**src/rtl/e3lmr_pkg.sv**
```systemverilog
/*
  e3lmr_pkg: constants, field positions, codes and state types for the
  e3 link message receiver. Assumes a 100 MHz aclk and AXI4-Lite access.
*/
package e3lmr_pkg;
  // register indices; byte address is four times the index
  localparam logic [9:0]  CTRL_IDX       = 10'h018;
  localparam logic [9:0]  STAT_IDX       = 10'h019;
  localparam int          ADDR_W         = 12;
  // message buffer window, one byte per aligned word
  localparam logic [11:0] BUF_BASE       = 12'h0400;
  localparam int          BUF_AW         = 7;
  localparam logic [6:0]  BUF_DEPTH      = 7'h52;
  // control register fields
  localparam int          CTRL_EN_BIT    = 2;
  localparam int          CTRL_IE_BIT    = 1;
  localparam int          CTRL_IS_BIT    = 0;
  localparam logic [7:0]  CTRL_RESET     = 8'h00;
  localparam logic [7:0]  STAT_RESET     = 8'h00;
  // frame layout
  localparam logic [7:0]  FLAG_OCTET     = 8'h7E;
  localparam logic [7:0]  HDR_OCTETS     = 8'h03;
  localparam logic [7:0]  CR_OCTET_IDX   = 8'h00;
  localparam int          CR_BIT         = 1;
  localparam logic [7:0]  MIN_OCTETS     = 8'h05;
  localparam logic [2:0]  ONES_STUFF     = 3'h5;
  localparam logic [2:0]  ONES_FLAG      = 3'h6;
  localparam logic [2:0]  FLAG_BITS_HELD = 3'h7;
  // frame check
  localparam logic [15:0] CRC_POLY       = 16'h1021;
  localparam logic [15:0] CRC_INIT       = 16'hFFFF;
  // message type octets and kind codes
  localparam logic [7:0]  TYPE_TEST      = 8'h32;
  localparam logic [7:0]  TYPE_IDLE      = 8'h34;
  localparam logic [7:0]  TYPE_CL        = 8'h38;
  localparam logic [7:0]  TYPE_ITU       = 8'h3F;
  localparam logic [1:0]  KIND_TEST      = 2'h0;
  localparam logic [1:0]  KIND_IDLE      = 2'h1;
  localparam logic [1:0]  KIND_CL        = 2'h2;
  localparam logic [1:0]  KIND_ITU       = 2'h3;
  // bus answers
  localparam logic [1:0]  RESP_OKAY      = 2'h0;
  localparam logic [1:0]  RESP_SLVERR    = 2'h2;

  typedef enum logic [2:0] {
    RX_HUNT  = 3'b001,
    RX_IDLE  = 3'b010,
    RX_FRAME = 3'b100
  } e3lmr_rx_state_t;

  typedef enum logic [2:0] {
    RD_IDLE = 3'b001,
    RD_MEM  = 3'b010,
    RD_CAP  = 3'b100
  } e3lmr_rd_state_t;

  typedef enum logic [1:0] {
    DEC_NONE = 2'h0,
    DEC_CTRL = 2'h1,
    DEC_STAT = 2'h2,
    DEC_BUF  = 2'h3
  } e3lmr_dec_t;
endpackage : e3lmr_pkg

```
**src/rtl/e3lmr_buf_if.sv**
```systemverilog
/*
  e3lmr_buf_if: write and read port bundle of the message buffer.
  Assumes both ends run on the same aclk.
*/
`timescale 1ns/100ps
`default_nettype none
interface e3lmr_buf_if;
  logic       wr_en;
  logic [6:0] wr_addr;
  logic [7:0] wr_data;
  logic [6:0] rd_addr;
  logic [7:0] rd_data;
  modport fill  (output wr_en, output wr_addr, output wr_data, output rd_addr, input rd_data);
  modport store (input wr_en, input wr_addr, input wr_data, input rd_addr, output rd_data);
endinterface : e3lmr_buf_if
`default_nettype wire

```
**src/rtl/e3lmr_msg_mem.sv**
```systemverilog
/*
  e3lmr_msg_mem: byte store for the received information field, one write
  and one registered read port. Assumes addresses beyond depth are dropped.
*/
`timescale 1ns/100ps
`default_nettype none
module e3lmr_msg_mem
  import e3lmr_pkg::*;
(
  input  wire logic    aclk,
  e3lmr_buf_if.store   buf_port
);
  logic [7:0] mem_q [0:81];
  logic [7:0] rd_data_q;

  // write port, out-of-range addresses ignored
  always_ff @(posedge aclk)
  begin
    if (buf_port.wr_en && (buf_port.wr_addr < BUF_DEPTH))
    begin
      mem_q[buf_port.wr_addr] <= buf_port.wr_data;
    end
  end

  // read data leaves through a register; no reset on the array itself
  always_ff @(posedge aclk)
  begin
    if (buf_port.rd_addr < BUF_DEPTH)
    begin
      rd_data_q <= mem_q[buf_port.rd_addr];
    end
    else
    begin
      rd_data_q <= 8'h00;
    end
  end

  assign buf_port.rd_data = rd_data_q;
endmodule : e3lmr_msg_mem
`default_nettype wire

```
**src/rtl/e3lmr_rx.sv**
```systemverilog
/*
  e3lmr_rx: e3 link message receiver. Hunts the N overhead bit stream for
  flags, removes stuffed zeros, stores the information field, checks the
  frame check sequence and reports status over AXI4-Lite.
  Assumes rx_n_strobe pulses once per inbound frame with rx_n_bit steady
  around it; both come from the line side and are synchronised here.
*/
// Operation
// - while enabled, collect the N bit of each frame and hunt for 0x7E flags
// - a recognised flag sets status bit 0, delimiters and idle fill alike
// - status bit 0 clears on the first octet that is not a flag
// - seven or more ones after a flag are an abort; status bit 6 set
// - a non-flag, non-abort octet after a flag starts frame reassembly
// - frame: flag, address, endpoint id, control, 76/82 info, check hi/lo, flag
// - the check is a 16-bit crc with polynomial x16+x12+x5+1
// - first info byte gives type: 0x38, 0x34, 0x32 are 76 bytes, 0x3F 82
// - a zero right after five ones is deleted before storing
// - crc over header and info octets is compared with the received check
// - status bit 2 set on mismatch, cleared on match
// - the info field is stored whether or not the check passed
// - after each frame the address octet c/r bit is copied to status bit 3
// - status bit 3 reads 0 for customer side, 1 for network side
// - status bits 5:4 give the kind: 00 test, 01 idle, 10 cl, 11 itu
// - a fully processed frame sets message complete, status bit 1
// - a processed frame sets control bit 0, cleared on read, irq if enabled
`timescale 1ns/100ps
`default_nettype none
module e3lmr_rx
  import e3lmr_pkg::*;
(
  input  wire logic              aclk,
  input  wire logic              aresetn,
  input  wire logic              rx_n_bit,
  input  wire logic              rx_n_strobe,
  input  wire logic [ADDR_W-1:0] s_axi_awaddr,
  input  wire logic              s_axi_awvalid,
  output logic                   s_axi_awready,
  input  wire logic [31:0]       s_axi_wdata,
  input  wire logic [3:0]        s_axi_wstrb,
  input  wire logic              s_axi_wvalid,
  output logic                   s_axi_wready,
  output logic [1:0]             s_axi_bresp,
  output logic                   s_axi_bvalid,
  input  wire logic              s_axi_bready,
  input  wire logic [ADDR_W-1:0] s_axi_araddr,
  input  wire logic              s_axi_arvalid,
  output logic                   s_axi_arready,
  output logic [31:0]            s_axi_rdata,
  output logic [1:0]             s_axi_rresp,
  output logic                   s_axi_rvalid,
  input  wire logic              s_axi_rready,
  output logic                   rx_msg_irq
);
  e3lmr_buf_if buf_bus ();

  e3lmr_msg_mem u_mem (
    .aclk     (aclk),
    .buf_port (buf_bus.store)
  );

  // address decode shared by the read and write paths
  function automatic e3lmr_dec_t e3lmr_decode(input logic [ADDR_W-1:0] a);
    logic [ADDR_W-1:0] off;
    off = a - BUF_BASE;
    if (a[1:0] != 2'b00)
      return DEC_NONE;
    else if (a[ADDR_W-1:2] == CTRL_IDX)
      return DEC_CTRL;
    else if (a[ADDR_W-1:2] == STAT_IDX)
      return DEC_STAT;
    else if ((a >= BUF_BASE) && (off[ADDR_W-1:2] < {3'b000, BUF_DEPTH}))
      return DEC_BUF;
    else
      return DEC_NONE;
  endfunction : e3lmr_decode

  // one octet into the msb-first crc register
  function automatic logic [15:0] e3lmr_crc_byte(input logic [15:0] c, input logic [7:0] b);
    logic [15:0] r;
    r = c;
    for (int i = 7; i >= 0; i--)
    begin
      if (r[15] ^ b[i])
        r = {r[14:0], 1'b0} ^ CRC_POLY;
      else
        r = {r[14:0], 1'b0};
    end
    return r;
  endfunction : e3lmr_crc_byte

  // type octet to kind code; unknown types read as test
  function automatic logic [1:0] e3lmr_kind(input logic [7:0] t);
    unique case (t)
      TYPE_IDLE: return KIND_IDLE;
      TYPE_CL:   return KIND_CL;
      TYPE_ITU:  return KIND_ITU;
      default:   return KIND_TEST;
    endcase
  endfunction : e3lmr_kind

  e3lmr_rx_state_t rx_state_q;
  e3lmr_rd_state_t rd_state_q;
  logic        bit_s1_q, bit_s2_q, stb_s1_q, stb_s2_q, stb_s3_q;
  logic [2:0]  ones_q;
  logic [6:0]  dly_q;
  logic [2:0]  dly_fill_q;
  logic [7:0]  oct_q;
  logic [2:0]  bcnt_q;
  logic [7:0]  hold0_q, hold1_q, oct_total_q;
  logic [15:0] crc_q;
  logic        cr_frame_q;
  logic [1:0]  kind_frame_q;
  logic        en_q, ie_q, is_q;
  logic        flag_q, done_q, err_q, cr_q, abort_q;
  logic [1:0]  kind_q;
  logic        aw_full_q, w_full_q, bvalid_q, rvalid_q;
  logic [ADDR_W-1:0] awaddr_q, araddr_q;
  logic [31:0] wdata_q, rdata_q;
  logic [3:0]  wstrb_q;
  logic [1:0]  bresp_q, rresp_q;
  logic        bit_take, bit_in, flag_hit, abort_hit, stuff_drop, data_bit;
  logic        asm_bit, asm_push, oct_done, emit;
  logic [7:0]  oct_new, emit_idx, info_idx;
  logic        frame_end, publish, do_write, ar_take, ctrl_read;
  e3lmr_dec_t  wr_dec;

  // two-flop synchronisers; strobe edge taken from the second and third stage
  always_ff @(posedge aclk)
  begin
    if (!aresetn)
    begin
      bit_s1_q <= 1'b0;
      bit_s2_q <= 1'b0;
      stb_s1_q <= 1'b0;
      stb_s2_q <= 1'b0;
      stb_s3_q <= 1'b0;
    end
    else
    begin
      bit_s1_q <= rx_n_bit;
      bit_s2_q <= bit_s1_q;
      stb_s1_q <= rx_n_strobe;
      stb_s2_q <= stb_s1_q;
      stb_s3_q <= stb_s2_q;
    end
  end

  // bit classification on the raw stream
  assign bit_in     = bit_s2_q;
  assign bit_take   = stb_s2_q && !stb_s3_q && en_q;
  assign flag_hit   = bit_take && !bit_in && (ones_q == ONES_FLAG);
  assign abort_hit  = bit_take && bit_in && (ones_q == ONES_FLAG) && !rx_state_q[0];
  assign stuff_drop = bit_take && !bit_in && (ones_q == ONES_STUFF);
  assign data_bit   = bit_take && !flag_hit && !abort_hit && !stuff_drop && !rx_state_q[0];

  // the last seven data bits are held back: at a flag they are its own bits
  assign asm_bit  = dly_q[0];
  assign asm_push = data_bit && (dly_fill_q == FLAG_BITS_HELD);
  assign oct_new  = {asm_bit, oct_q[7:1]};
  assign oct_done = asm_push && (bcnt_q == 3'h7);

  // octets run two behind so the check octets never reach the crc
  assign emit      = oct_done && rx_state_q[2] && (oct_total_q >= 8'h02);
  assign emit_idx  = oct_total_q - 8'h02;
  assign info_idx  = emit_idx - HDR_OCTETS;
  assign frame_end = flag_hit && rx_state_q[2];
  assign publish   = frame_end && (oct_total_q >= MIN_OCTETS);

  // ones run length, kept through the whole stream
  always_ff @(posedge aclk)
  begin
    if (!aresetn || !en_q)
      ones_q <= 3'h0;
    else if (bit_take)
      ones_q <= !bit_in ? 3'h0 : ((ones_q == ONES_FLAG) ? ones_q : ones_q + 3'h1);
  end

  // delay line and octet assembler, lsb first; a flag or abort restarts both
  always_ff @(posedge aclk)
  begin
    if (!aresetn || !en_q || flag_hit || abort_hit)
    begin
      dly_q      <= 7'h00;
      dly_fill_q <= 3'h0;
      oct_q      <= 8'h00;
      bcnt_q     <= 3'h0;
    end
    else if (data_bit)
    begin
      dly_q      <= {bit_in, dly_q[6:1]};
      dly_fill_q <= asm_push ? dly_fill_q : dly_fill_q + 3'h1;
      if (asm_push)
      begin
        oct_q  <= oct_new;
        bcnt_q <= bcnt_q + 3'h1;
      end
    end
  end

  // receive sequencing: hunt, between frames, inside a frame
  always_ff @(posedge aclk)
  begin
    if (!aresetn || !en_q)
      rx_state_q <= RX_HUNT;
    else
    begin
      unique case (rx_state_q)
        RX_HUNT:  if (flag_hit) rx_state_q <= RX_IDLE;
        RX_IDLE:
        begin
          if (abort_hit)
            rx_state_q <= RX_HUNT;
          else if (oct_done)
            rx_state_q <= RX_FRAME;
        end
        RX_FRAME:
        begin
          if (abort_hit)
            rx_state_q <= RX_HUNT;
          else if (flag_hit)
            rx_state_q <= RX_IDLE;   // closing flag may open the next frame
        end
        default: rx_state_q <= RX_HUNT;
      endcase
    end
  end

  // frame octet pipeline, crc and per-frame captures
  always_ff @(posedge aclk)
  begin
    if (!aresetn || (rx_state_q != RX_FRAME))
    begin
      hold0_q      <= oct_new;
      hold1_q      <= 8'h00;
      oct_total_q  <= (oct_done && rx_state_q[1]) ? 8'h01 : 8'h00;
      crc_q        <= CRC_INIT;
      cr_frame_q   <= 1'b0;
      kind_frame_q <= KIND_TEST;
    end
    else if (oct_done)
    begin
      hold0_q     <= oct_new;
      hold1_q     <= hold0_q;
      oct_total_q <= (oct_total_q == 8'hFF) ? oct_total_q : oct_total_q + 8'h01;
      if (emit)
      begin
        crc_q <= e3lmr_crc_byte(crc_q, hold1_q);
        if (emit_idx == CR_OCTET_IDX)
          cr_frame_q <= hold1_q[CR_BIT];
        if (emit_idx == HDR_OCTETS)
          kind_frame_q <= e3lmr_kind(hold1_q);
      end
    end
  end

  // information bytes go to the buffer regardless of the check outcome
  assign buf_bus.wr_en   = emit && (emit_idx >= HDR_OCTETS) &&
                           (info_idx < {1'b0, BUF_DEPTH});
  assign buf_bus.wr_addr = info_idx[BUF_AW-1:0];
  assign buf_bus.wr_data = hold1_q;

  // flag present and abort seen
  always_ff @(posedge aclk)
  begin
    if (!aresetn)
    begin
      flag_q  <= STAT_RESET[0];
      abort_q <= STAT_RESET[6];
    end
    else
    begin
      if (flag_hit)
        flag_q <= 1'b1;
      else if (asm_push || abort_hit)
        flag_q <= 1'b0;   // eighth data bit: not a flag
      if (abort_hit)
        abort_q <= 1'b1;
      else if (oct_done && rx_state_q[1])
        abort_q <= 1'b0;   // a new frame starting retires the old abort
    end
  end

  // per-frame results published together at the closing flag
  always_ff @(posedge aclk)
  begin
    if (!aresetn)
    begin
      done_q <= STAT_RESET[1];
      err_q  <= STAT_RESET[2];
      cr_q   <= STAT_RESET[3];
      kind_q <= STAT_RESET[5:4];
    end
    else if (publish)
    begin
      done_q <= 1'b1;
      err_q  <= (crc_q != {hold1_q, hold0_q});
      cr_q   <= cr_frame_q;
      kind_q <= kind_frame_q;
    end
  end

  // control register; the status event wins over a clearing read
  always_ff @(posedge aclk)
  begin
    if (!aresetn)
    begin
      en_q <= CTRL_RESET[CTRL_EN_BIT];
      ie_q <= CTRL_RESET[CTRL_IE_BIT];
      is_q <= CTRL_RESET[CTRL_IS_BIT];
    end
    else
    begin
      if (do_write && (wr_dec == DEC_CTRL) && wstrb_q[0])
      begin
        en_q <= wdata_q[CTRL_EN_BIT];
        ie_q <= wdata_q[CTRL_IE_BIT];
      end
      if (publish)
        is_q <= 1'b1;
      else if (ctrl_read)
        is_q <= 1'b0;
    end
  end

  assign rx_msg_irq = is_q && ie_q;

  // write channel: address and data taken in either order
  assign wr_dec        = e3lmr_decode(awaddr_q);
  assign s_axi_awready = !aw_full_q && !bvalid_q;
  assign s_axi_wready  = !w_full_q && !bvalid_q;
  assign do_write      = aw_full_q && w_full_q && !bvalid_q;

  always_ff @(posedge aclk)
  begin
    if (!aresetn)
    begin
      aw_full_q <= 1'b0;
      w_full_q  <= 1'b0;
      awaddr_q  <= '0;
      wdata_q   <= 32'h0000_0000;
      wstrb_q   <= 4'h0;
      bvalid_q  <= 1'b0;
      bresp_q   <= RESP_OKAY;
    end
    else
    begin
      if (s_axi_awvalid && s_axi_awready)
      begin
        aw_full_q <= 1'b1;
        awaddr_q  <= s_axi_awaddr;
      end
      if (s_axi_wvalid && s_axi_wready)
      begin
        w_full_q <= 1'b1;
        wdata_q  <= s_axi_wdata;
        wstrb_q  <= s_axi_wstrb;
      end
      if (do_write)
      begin
        aw_full_q <= 1'b0;
        w_full_q  <= 1'b0;
        bvalid_q  <= 1'b1;
        bresp_q   <= (wr_dec == DEC_NONE) ? RESP_SLVERR : RESP_OKAY;
      end
      else if (bvalid_q && s_axi_bready)
        bvalid_q <= 1'b0;
    end
  end

  assign s_axi_bvalid = bvalid_q;
  assign s_axi_bresp  = bresp_q;

  // read channel: one spare cycle lets the buffer's registered data settle
  assign s_axi_arready   = (rd_state_q == RD_IDLE) && !rvalid_q;
  assign ar_take         = s_axi_arvalid && s_axi_arready;
  assign ctrl_read       = (rd_state_q == RD_CAP) && (e3lmr_decode(araddr_q) == DEC_CTRL);
  assign buf_bus.rd_addr = araddr_q[BUF_AW+1:2];

  always_ff @(posedge aclk)
  begin
    if (!aresetn)
    begin
      rd_state_q <= RD_IDLE;
      araddr_q   <= '0;
      rvalid_q   <= 1'b0;
      rdata_q    <= 32'h0000_0000;
      rresp_q    <= RESP_OKAY;
    end
    else
    begin
      unique case (rd_state_q)
        RD_IDLE: if (ar_take)
        begin
          araddr_q   <= s_axi_araddr;
          rd_state_q <= RD_MEM;
        end
        RD_MEM: rd_state_q <= RD_CAP;
        RD_CAP:
        begin
          rd_state_q <= RD_IDLE;
          rvalid_q   <= 1'b1;
          rresp_q    <= RESP_OKAY;
          unique case (e3lmr_decode(araddr_q))
            DEC_CTRL: rdata_q <= {29'h0000_0000, en_q, ie_q, is_q};
            DEC_STAT: rdata_q <= {25'h000_0000, abort_q, kind_q, cr_q, err_q, done_q, flag_q};
            DEC_BUF:  rdata_q <= {24'h00_0000, buf_bus.rd_data};
            DEC_NONE:
            begin
              rdata_q <= 32'h0000_0000;
              rresp_q <= RESP_SLVERR;
            end
          endcase
        end
        default: rd_state_q <= RD_IDLE;
      endcase
      if (rvalid_q && s_axi_rready)
        rvalid_q <= 1'b0;
    end
  end

  assign s_axi_rvalid = rvalid_q;
  assign s_axi_rdata  = rdata_q;
  assign s_axi_rresp  = rresp_q;
endmodule : e3lmr_rx
`default_nettype wire

```
**config.mk**
```make
export PLATFORM = sky130hd
export DESIGN_NAME = e3lmr_rx
export DESIGN_NICKNAME = d
export VERILOG_FILES = /design/src/rtl/e3lmr_pkg.sv /design/src/rtl/e3lmr_buf_if.sv /design/src/rtl/e3lmr_msg_mem.sv /design/src/rtl/e3lmr_rx.sv
export SDC_FILE = /design/constraint.sdc
export NUM_CORES = 1
export LEC_CHECK = 0
export BUFFER_PORTS_ARGS = -buffer_cell sky130_fd_sc_hd__buf_4
export CAP_MARGIN = 5
export CORE_ASPECT_RATIO = 0.9
export CORE_MARGIN = 1
export CORE_UTILIZATION = 50
export CTS_CLUSTER_DIAMETER = 50
export DETAILED_ROUTE_END_ITERATION = 10
export GPL_TIMING_DRIVEN = 0
export PLACE_DENSITY = 0.76
export SKIP_LAST_GASP = 1
export SLEW_MARGIN = 10
export SYNTH_ARGS = -nofsm -noshare
export SYNTH_HDL_FRONTEND = slang
export SYNTH_SLANG_ARGS = --single-unit
```
**constraint.sdc**
```tcl
create_clock -name aclk -period 10.3 [get_ports aclk]
set_clock_uncertainty 0.15 [all_clocks]
set_input_delay 0.515 -clock aclk [delete_from_list [all_inputs] [get_ports aclk]]
set_output_delay 0.515 -clock aclk [all_outputs]
set_load 0.05 [all_outputs]
```
==> metrics.cfg, run 1 <==
[synthesis]
synth.cell_area_um2=31820
synthTopCellsByArea=edfxtp_1 63%, mux4_2 11%, dfxtp_1 7.6%, mux2i_1 2.5%, nor2_1 1.8%
yosys_warnings=0
synth_seq_area_share_pct=70.98
yosys.area.top_type=edfxtp_1
ys_types=77
ys_seq_elements=792
synth_top_area_share_pct=63.43
async_flop_share_pct=0
synth_ff_type=edfxtp_1
synth_edf_count=672
syn_inst=1918
synth.avg_cell_area_um2=16.59

[cells_and_area]
multi_input_area_um2=8698
fillers=4530
finalNonFillerCells=3013
nets=2187
drive_gt1_share_pct=18.55
area_growth_pct=14.40
seq_area_um2=22610

[timing]
finalHoldViolCount=0
fmaxAchievable_ghz=0.1899
relSlewSlack_pct=16.12
fin_crit_sh_pct=51.12
tightest_slew_ns=1.258
min_period_ns=5.266
setup_tns_ns=0
hold_slack_ns=0.009965
setup_viol_count_final=0
rsz0062_at_grt=false
fin_ws_ns=5.034
maxSlewViolCount=0

[placement]
place_ws_ns=5.279
post-dp-hpwl_um=53650
place.gp.congestion=0.9373
io_buffers=51
placedCellCount=2847

[power]
clockPowerShare_pct=43.8
p_int_uw=5235
combPwrFrac_pct=4.4
p_leak_uw=0.01012
vdd_drop_max_mv=0.1217
power_density_nw_per_um2=182.8
switchingPower_uw=1417
switching_share_pct=21.29
seq_power_share_pct=51.8

[detailed_routing]
wl_um=82480
vias=18910
drc=0
via_per_inst=6.274
first_pass_iters=6
ant_nets=0
drt_iter0_markers=2776
wire_per_inst_um=27.38

[floorplanning]
coreArea_um2=62810
rows=87
die_h_um=241.3
ios=111
dieArea_um2=64640
die_x_um=267.9
start_util_pct=50.65

[cts]
cts_buffer_depth=3
cts_tree=done
postCtsSetupRepairBufs=0
worstSkewPairLatency_ns=0.62
cts.clk_slew.worst_paths_ns=0.06
cts-buffers-inserted=77
cts_sinks=792
cts_root_buf=clkbuf_16
htreeDepth=3

[grt]
grt_max_degree=87
use_met1_pct=34.96
overflow=0
gr-usage-met3_pct=7.034
grt_pass1_vias=18620
grt_first_pass_wirelength_um=121600
track_usage_pct=26.06
grt_busiest_layer=met2
grt_util_met2_pct=39.87
antenna_found_initial=2

[critical_path]
slowest_stage=nor2_1
required_ns=10.40
critical_path_class=reg2reg
max_stage_delay_ns=1.14
cp_cell_sequence=inv_1, ha_1, a21boi_1, and2_1, o21ai_0, o22ai_1, nand4_1, nor2_1
end_kind=register
arrival_ns=5.37
worstPathMaxFanout=10
start_kind=register

[worst_hold_path]
worst_hold_path_type=in2reg

[run_status]
status=complete, no violations

[job]
maxCapViolations=0

==> path summary, 6_finish.rpt <==
check | from | cells past startpoint | to | slack [ns]
setup reg to reg | oct_total_q[1] | 8 | u_mem.mem_q[52][0] | 5.03
hold reg to reg | oct_q[1] | 0 | hold0_q[0] | 0.28
hold / removal | s_axi_wstrb[0] | 3 | wstrb_q[0] | 0.01
setup / recovery | oct_total_q[1] | 8 | u_mem.mem_q[52][0] | 5.03
==> layer usage <==
| layer | share of wire (%) | up-vias |
|---|---|---|
| li1 | - | 7847 |
| met1 | 37 | 9409 |
| met2 | 45 | 1379 |
| met3 | 12 | 268 |
| met4 | 5.2 | 2 |
| met5 | 0.018 | - |
==> state kept, by name, indices dropped and copies added (netlist names), 7 cells and up <==
| signal | flops |
|---|---|
| hold0_q | 8 |
| awaddr_q | 12 |
| oct_total_q | 8 |
| u_mem.buf_port.rd_data | 8 |
| crc_q | 16 |
| dly_q | 7 |
| u_mem.mem_q | 656 |
| oct_q | 7 |
| araddr_q | 12 |
| buf_bus.wr_data | 8 |
| s_axi_rdata | 8 |
==> placed cells by master (no fill, tap or decap), types with 8 or more instances in the layout <==
cell / n
inv_1: 13
clkbuf_1: 66
nand3_1: 35
o21ai_0: 32
a22oi_1: 22
buf_1: 18
ha_1: 14
clkbuf_16: 79
bufinv_16: 10
clkinv_1: 16
nor3_1: 24
edfxtp_1: 672
and2_1: 15
xor2_1: 17
nand2b_1: 10
buf_2: 23
conb_1: 26
xnor2_1: 35
a31oi_1: 9
nand4_1: 9
mux4_2: 149
nor2b_1: 16
dfxtp_1: 112
buf_4: 79
a21oi_1: 60
mux2i_1: 81
a221oi_1: 14
nand2_1: 142
o22ai_1: 23
o211ai_1: 21
dlygate4sd3_1: 23
dfxtp_4: 8
nor2_1: 156
nor4_1: 12
==> power groups by stage <==
stage	sequential, uW	clock (uW)	combinational [uW]
finish	3450	2920	290
global route	3450	3040	297
CTS	3450	2920	280
detailed placement	3510	0	271
global placement	3520	0	268
floorplan	3510	0	169
==> cells in the mapped netlist, types with 3 or more instances <==
master,number
edfxtp_1,672
nor2_1,156
mux4_2,149
nand2_1,142
dfxtp_1,120
mux2i_1,81
a21oi_1,60
clkbuf_1,45
nand3_1,35
xnor2_1,35
o21ai_0,32
buf_4,28
nor3_1,24
buf_2,23
o22ai_1,23
a22oi_1,22
o211ai_1,21
buf_1,18
xor2_1,17
nor2b_1,16
and2_1,15
a221oi_1,14
ha_1,14
inv_1,13
nor4_1,12
nand2b_1,10
a31oi_1,9
nand4_1,9
a211oi_1,7
a22o_1,6
nor4b_1,6
and3_1,5
mux2_2,5
nand3b_1,5
clkinv_1,4
o221ai_1,4
or2_2,4
a21boi_0,3
nand3_4,3
==> critical path: cells and delay by family, from the launching register on <==
kind / cells / cell delay [ns]
simple gates: 3 / 2.52
buf+inv: 1 / 0.19
flops: 1 / 0.55
compound gates: 3 / 1.03
fa+ha+maj: 1 / 0.45
==> metrics by stage <==
stage / total power, uW / utilization [%] / area (um^2)
finish: 6652 / 57.95 / 36400
global route: 6788 / 57.94 / 36390
CTS: 6644 / 57.94 / 36390
detailed placement: 3785 / 53.45 / 33570
global placement: 3784 / 53.10 / 33350
floorplan: 3684 / - / 31910
==> kinds of logic (layout without fill, tap and decap cells) <==
| family | Yosys count | in the layout | synth area share, % |
|---|---|---|---|
| adders and majority gates | 14 | 14 | 0.5506 |
| buffers and inverters | 132 | 356 | 1.978 |
| other | 1 | 27 | 0.01179 |
| and+or+nand+nor | 462 | 462 | 6.819 |
| xor gates and xnor gates | 53 | 53 | 1.502 |
| muxes | 235 | 235 | 13.27 |
| DFF | 792 | 792 | 70.98 |
| AOI/OAI and AO/OA | 229 | 229 | 4.888 |
==> what timing repair did <==
action,in CTS,in global routing
resized for setup,0,0
hold endpoints to repair,23,0
hold buffers,23,0
==> final cells by class <==
class	count	area share, %
antenna	1	0.006875
buffer	114	1.544
clock buffer	105	5.837
clock inverter	37	1.289
inverter	18	0.1856
multi-input combinational	1019	23.90
sequential	792	62.13
tap	845	2.905
timing repair buffer	82	2.207
Power figures use the tool's default switching activity.
==> run 2, diff against run 1 <==
ABC_AREA = 1   (was not set)
clock period = 5.15 ns   (was 10.3 ns; I/O delays follow)
==> run 2 against run 1 <==
- total power is 120% higher
- area after synthesis grew 1.3%
- wire length increased by 22%
- highest routed layer is now met4
- worst hold slack better by 0.044 ns
- global-route usage rose by 4.6 points
- combinational power grew to 6.4 times the previous value
- setup slack lost 4.1 ns
- register-to-register slack lost 4.1 ns
==> metrics.cfg, run 2 <==
[synthesis]
yosys_warnings=0
synth.most_common_cell=edfxtp_1
ys_types=50
synthTopCellsByArea=edfxtp_1 63%, dfxtp_1 7.5%, nand2_1 5.3%, nor2_1 5.2%, o21ai_0 4.1%
synth_edf_count=672
yosys.area.top_type=edfxtp_1
syn_inst=2809
async_flop_share_pct=0
synth_seq_area_share_pct=70.10
synth_common_cells=672 x edfxtp_1, 456 x nand2_1, 445 x nor2_1
synth.cell_area_um2=32210
synth.avg_cell_area_um2=11.47
ys_seq_elements=792
synth_top_area_share_pct=62.64
synth_ff_type=edfxtp_1

[floorplanning]
dieArea_um2=65450
die_h_um=242.8
ios=111
die_x_um=269.6
rows=87
coreArea_um2=63140
start_util_pct=51.02

[cells_and_area]
layout_common_cells=672 x edfxtp_1, 456 x nand2_1, 445 x nor2_1, 261 x o21ai_0, 162 x a21oi_1
largest_reg_flops=656
final_common_cell=edfxtp_1
area_growth_pct=15.30
top_regs=u_mem.mem_q (656), crc_q (16)
top_register=u_mem.mem_q
nets=3107
drive_gt1_share_pct=9.508
fin_util_pct=58.83

[power]
power_density_nw_per_um2=397.1
p_leak_uw=0.01168
vdd_drop_max_mv=0.3491

[cts]
cts_root_buf=clkbuf_16
htreeDepth=3
worstSkewPairLatency_ns=0.66
cts.clk_slew.worst_paths_ns=0.06
cts-buffers-inserted=83
postCtsSetupRepairBufs=0
cts_tree=done
cts_buffer_depth=3
cts_sinks=792

[timing]
fmaxAchievable_ghz=0.2345
tightest_slew_ns=1.416
maxSlewViolCount=0
rsz0062_at_grt=false
fin_crit_sh_pct=82.81
setup_tns_ns=0
setup_viol_count_final=0
min_period_ns=4.265
finalHoldViolCount=0
relSlewSlack_pct=5.631

[detailed_routing]
drt_iter0_markers=3996
via_per_inst=6.104
ant_nets=0
wl_um=100900
wire_per_inst_um=25.61
vias=24040
drc=0
first_pass_iters=8

[critical_path]
r2r_cells=12
rrSetupSlack_ns=0.89
critical_path_class=reg2reg
rr_endpoint=u_mem.mem_q[11][5]
crit_path_start=oct_total_q[1]
crit_end=u_mem.mem_q[11][5]
required_ns=5.26
start_kind=register
end_kind=register
arrival_ns=4.37
worstPathMaxFanout=8
timing.rr.start=oct_total_q[1]

[grt]
track_usage_pct=30.68
grt_pass1_vias=23220
overflow=0
antenna_found_initial=2
grt_first_pass_wirelength_um=147000
grt_max_degree=64

[job]
maxCapViolations=0

[run_status]
status=complete, no violations

[placement]
place.gp.congestion=0.9910
post-dp-hpwl_um=65960
io_buffers=51

[worst_hold_path]
worst_hold_path_type=in2reg

[run 2: worst min path at each step]
| stage | start | cells past startpoint | to | slack, ns |
|---|---|---|---|---|
| floorplan | s_axi_rready | 1 | s_axi_rvalid | 0.20 |
| global placement | stb_s1_q | 2 | stb_s2_q | 0.25 |
| detailed placement | stb_s1_q | 2 | stb_s2_q | 0.27 |
| CTS | s_axi_arvalid | 4 | araddr_q[2] | 0.04 |
| global route | s_axi_arvalid | 4 | araddr_q[3] | 0.11 |
| finish | s_axi_arvalid | 4 | araddr_q[2] | 0.05 |
[run 2: power by group]
part	internal (uW)	switching [uW]	total (uW)
clock	3410	2540	5950
combinational	439	1420	1860
sequential	6910	31.1	6940
[run 2: routing by layer]
layer	track usage [%]	up-vias	part of all wire, %
met5	0	-	0
met1	40.34	11430	36
li1	-	10360	-
met4	16.39	0	6.0
met3	8.874	376	14
met2	46.16	1875	44
[run 2: logic make-up after synthesis]
| family | after synthesis | share of synthesized area (%) |
|---|---|---|
| AO/OA/AOI/OAI | 530 | 9.069 |
| adder cells (fa/ha/maj) | 14 | 0.5438 |
| other | 1 | 0.01164 |
| flip-flops | 792 | 70.10 |
| AND/OR/NAND/NOR | 1170 | 15.80 |
| buffers and inverters | 268 | 3.554 |
| XOR/XNOR | 34 | 0.9244 |
[run 2: through the flow]
stage / hold slack, ns / area (um^2) / setup WS (ns) / instances / power, uW
2_1_floorplan: 0.2017 / 32310 / 1.796 / 2834 / 8017
3_3_place_gp: 0.2544 / 33750 / 0.7375 / 3730 / 8755
3_5_place_dp: 0.2718 / 33960 / 1.092 / 3738 / 8780
4_1_cts: 0.03715 / 37140 / 1.010 / 3937 / 14630
5_1_grt: 0.1096 / 37140 / 0.7130 / 3938 / 15040
6_report: 0.05404 / 37140 / 0.8855 / 3938 / 14750
[run 2: layout make-up]
class / count / area (um^2)
clock inverter: 51 / 455.4
clock buffer: 102 / 2265
inverter: 98 / 367.9
tap: 845 / 1057
multi-input combinational: 1774 / 8582
fill: 4942 / 25990
sequential: 792 / 22610
timing repair buffer: 105 / 1026
antenna: 1 / 2.502
buffer: 170 / 777.0
[run 2: what timing repair did]
action | 4_1_cts | 5_1_grt
endpoints found under the hold margin | 40 | 0
resized for setup | 0 | 0
hold buffers | 46 | 0
[run 2: worst max-delay path: stages (launching register included)]
cell      delay (ns)
edfxtp_1        0.46
inv_1           0.26
ha_1            0.36
inv_1           0.08
nand2_1         0.13
nand2_4         0.08
nor2_4          0.12
nand3_1         0.13
nand2_1         0.15
inv_1           0.08
nor2_1          0.61
nand2_1         0.38
nor2_1          0.90
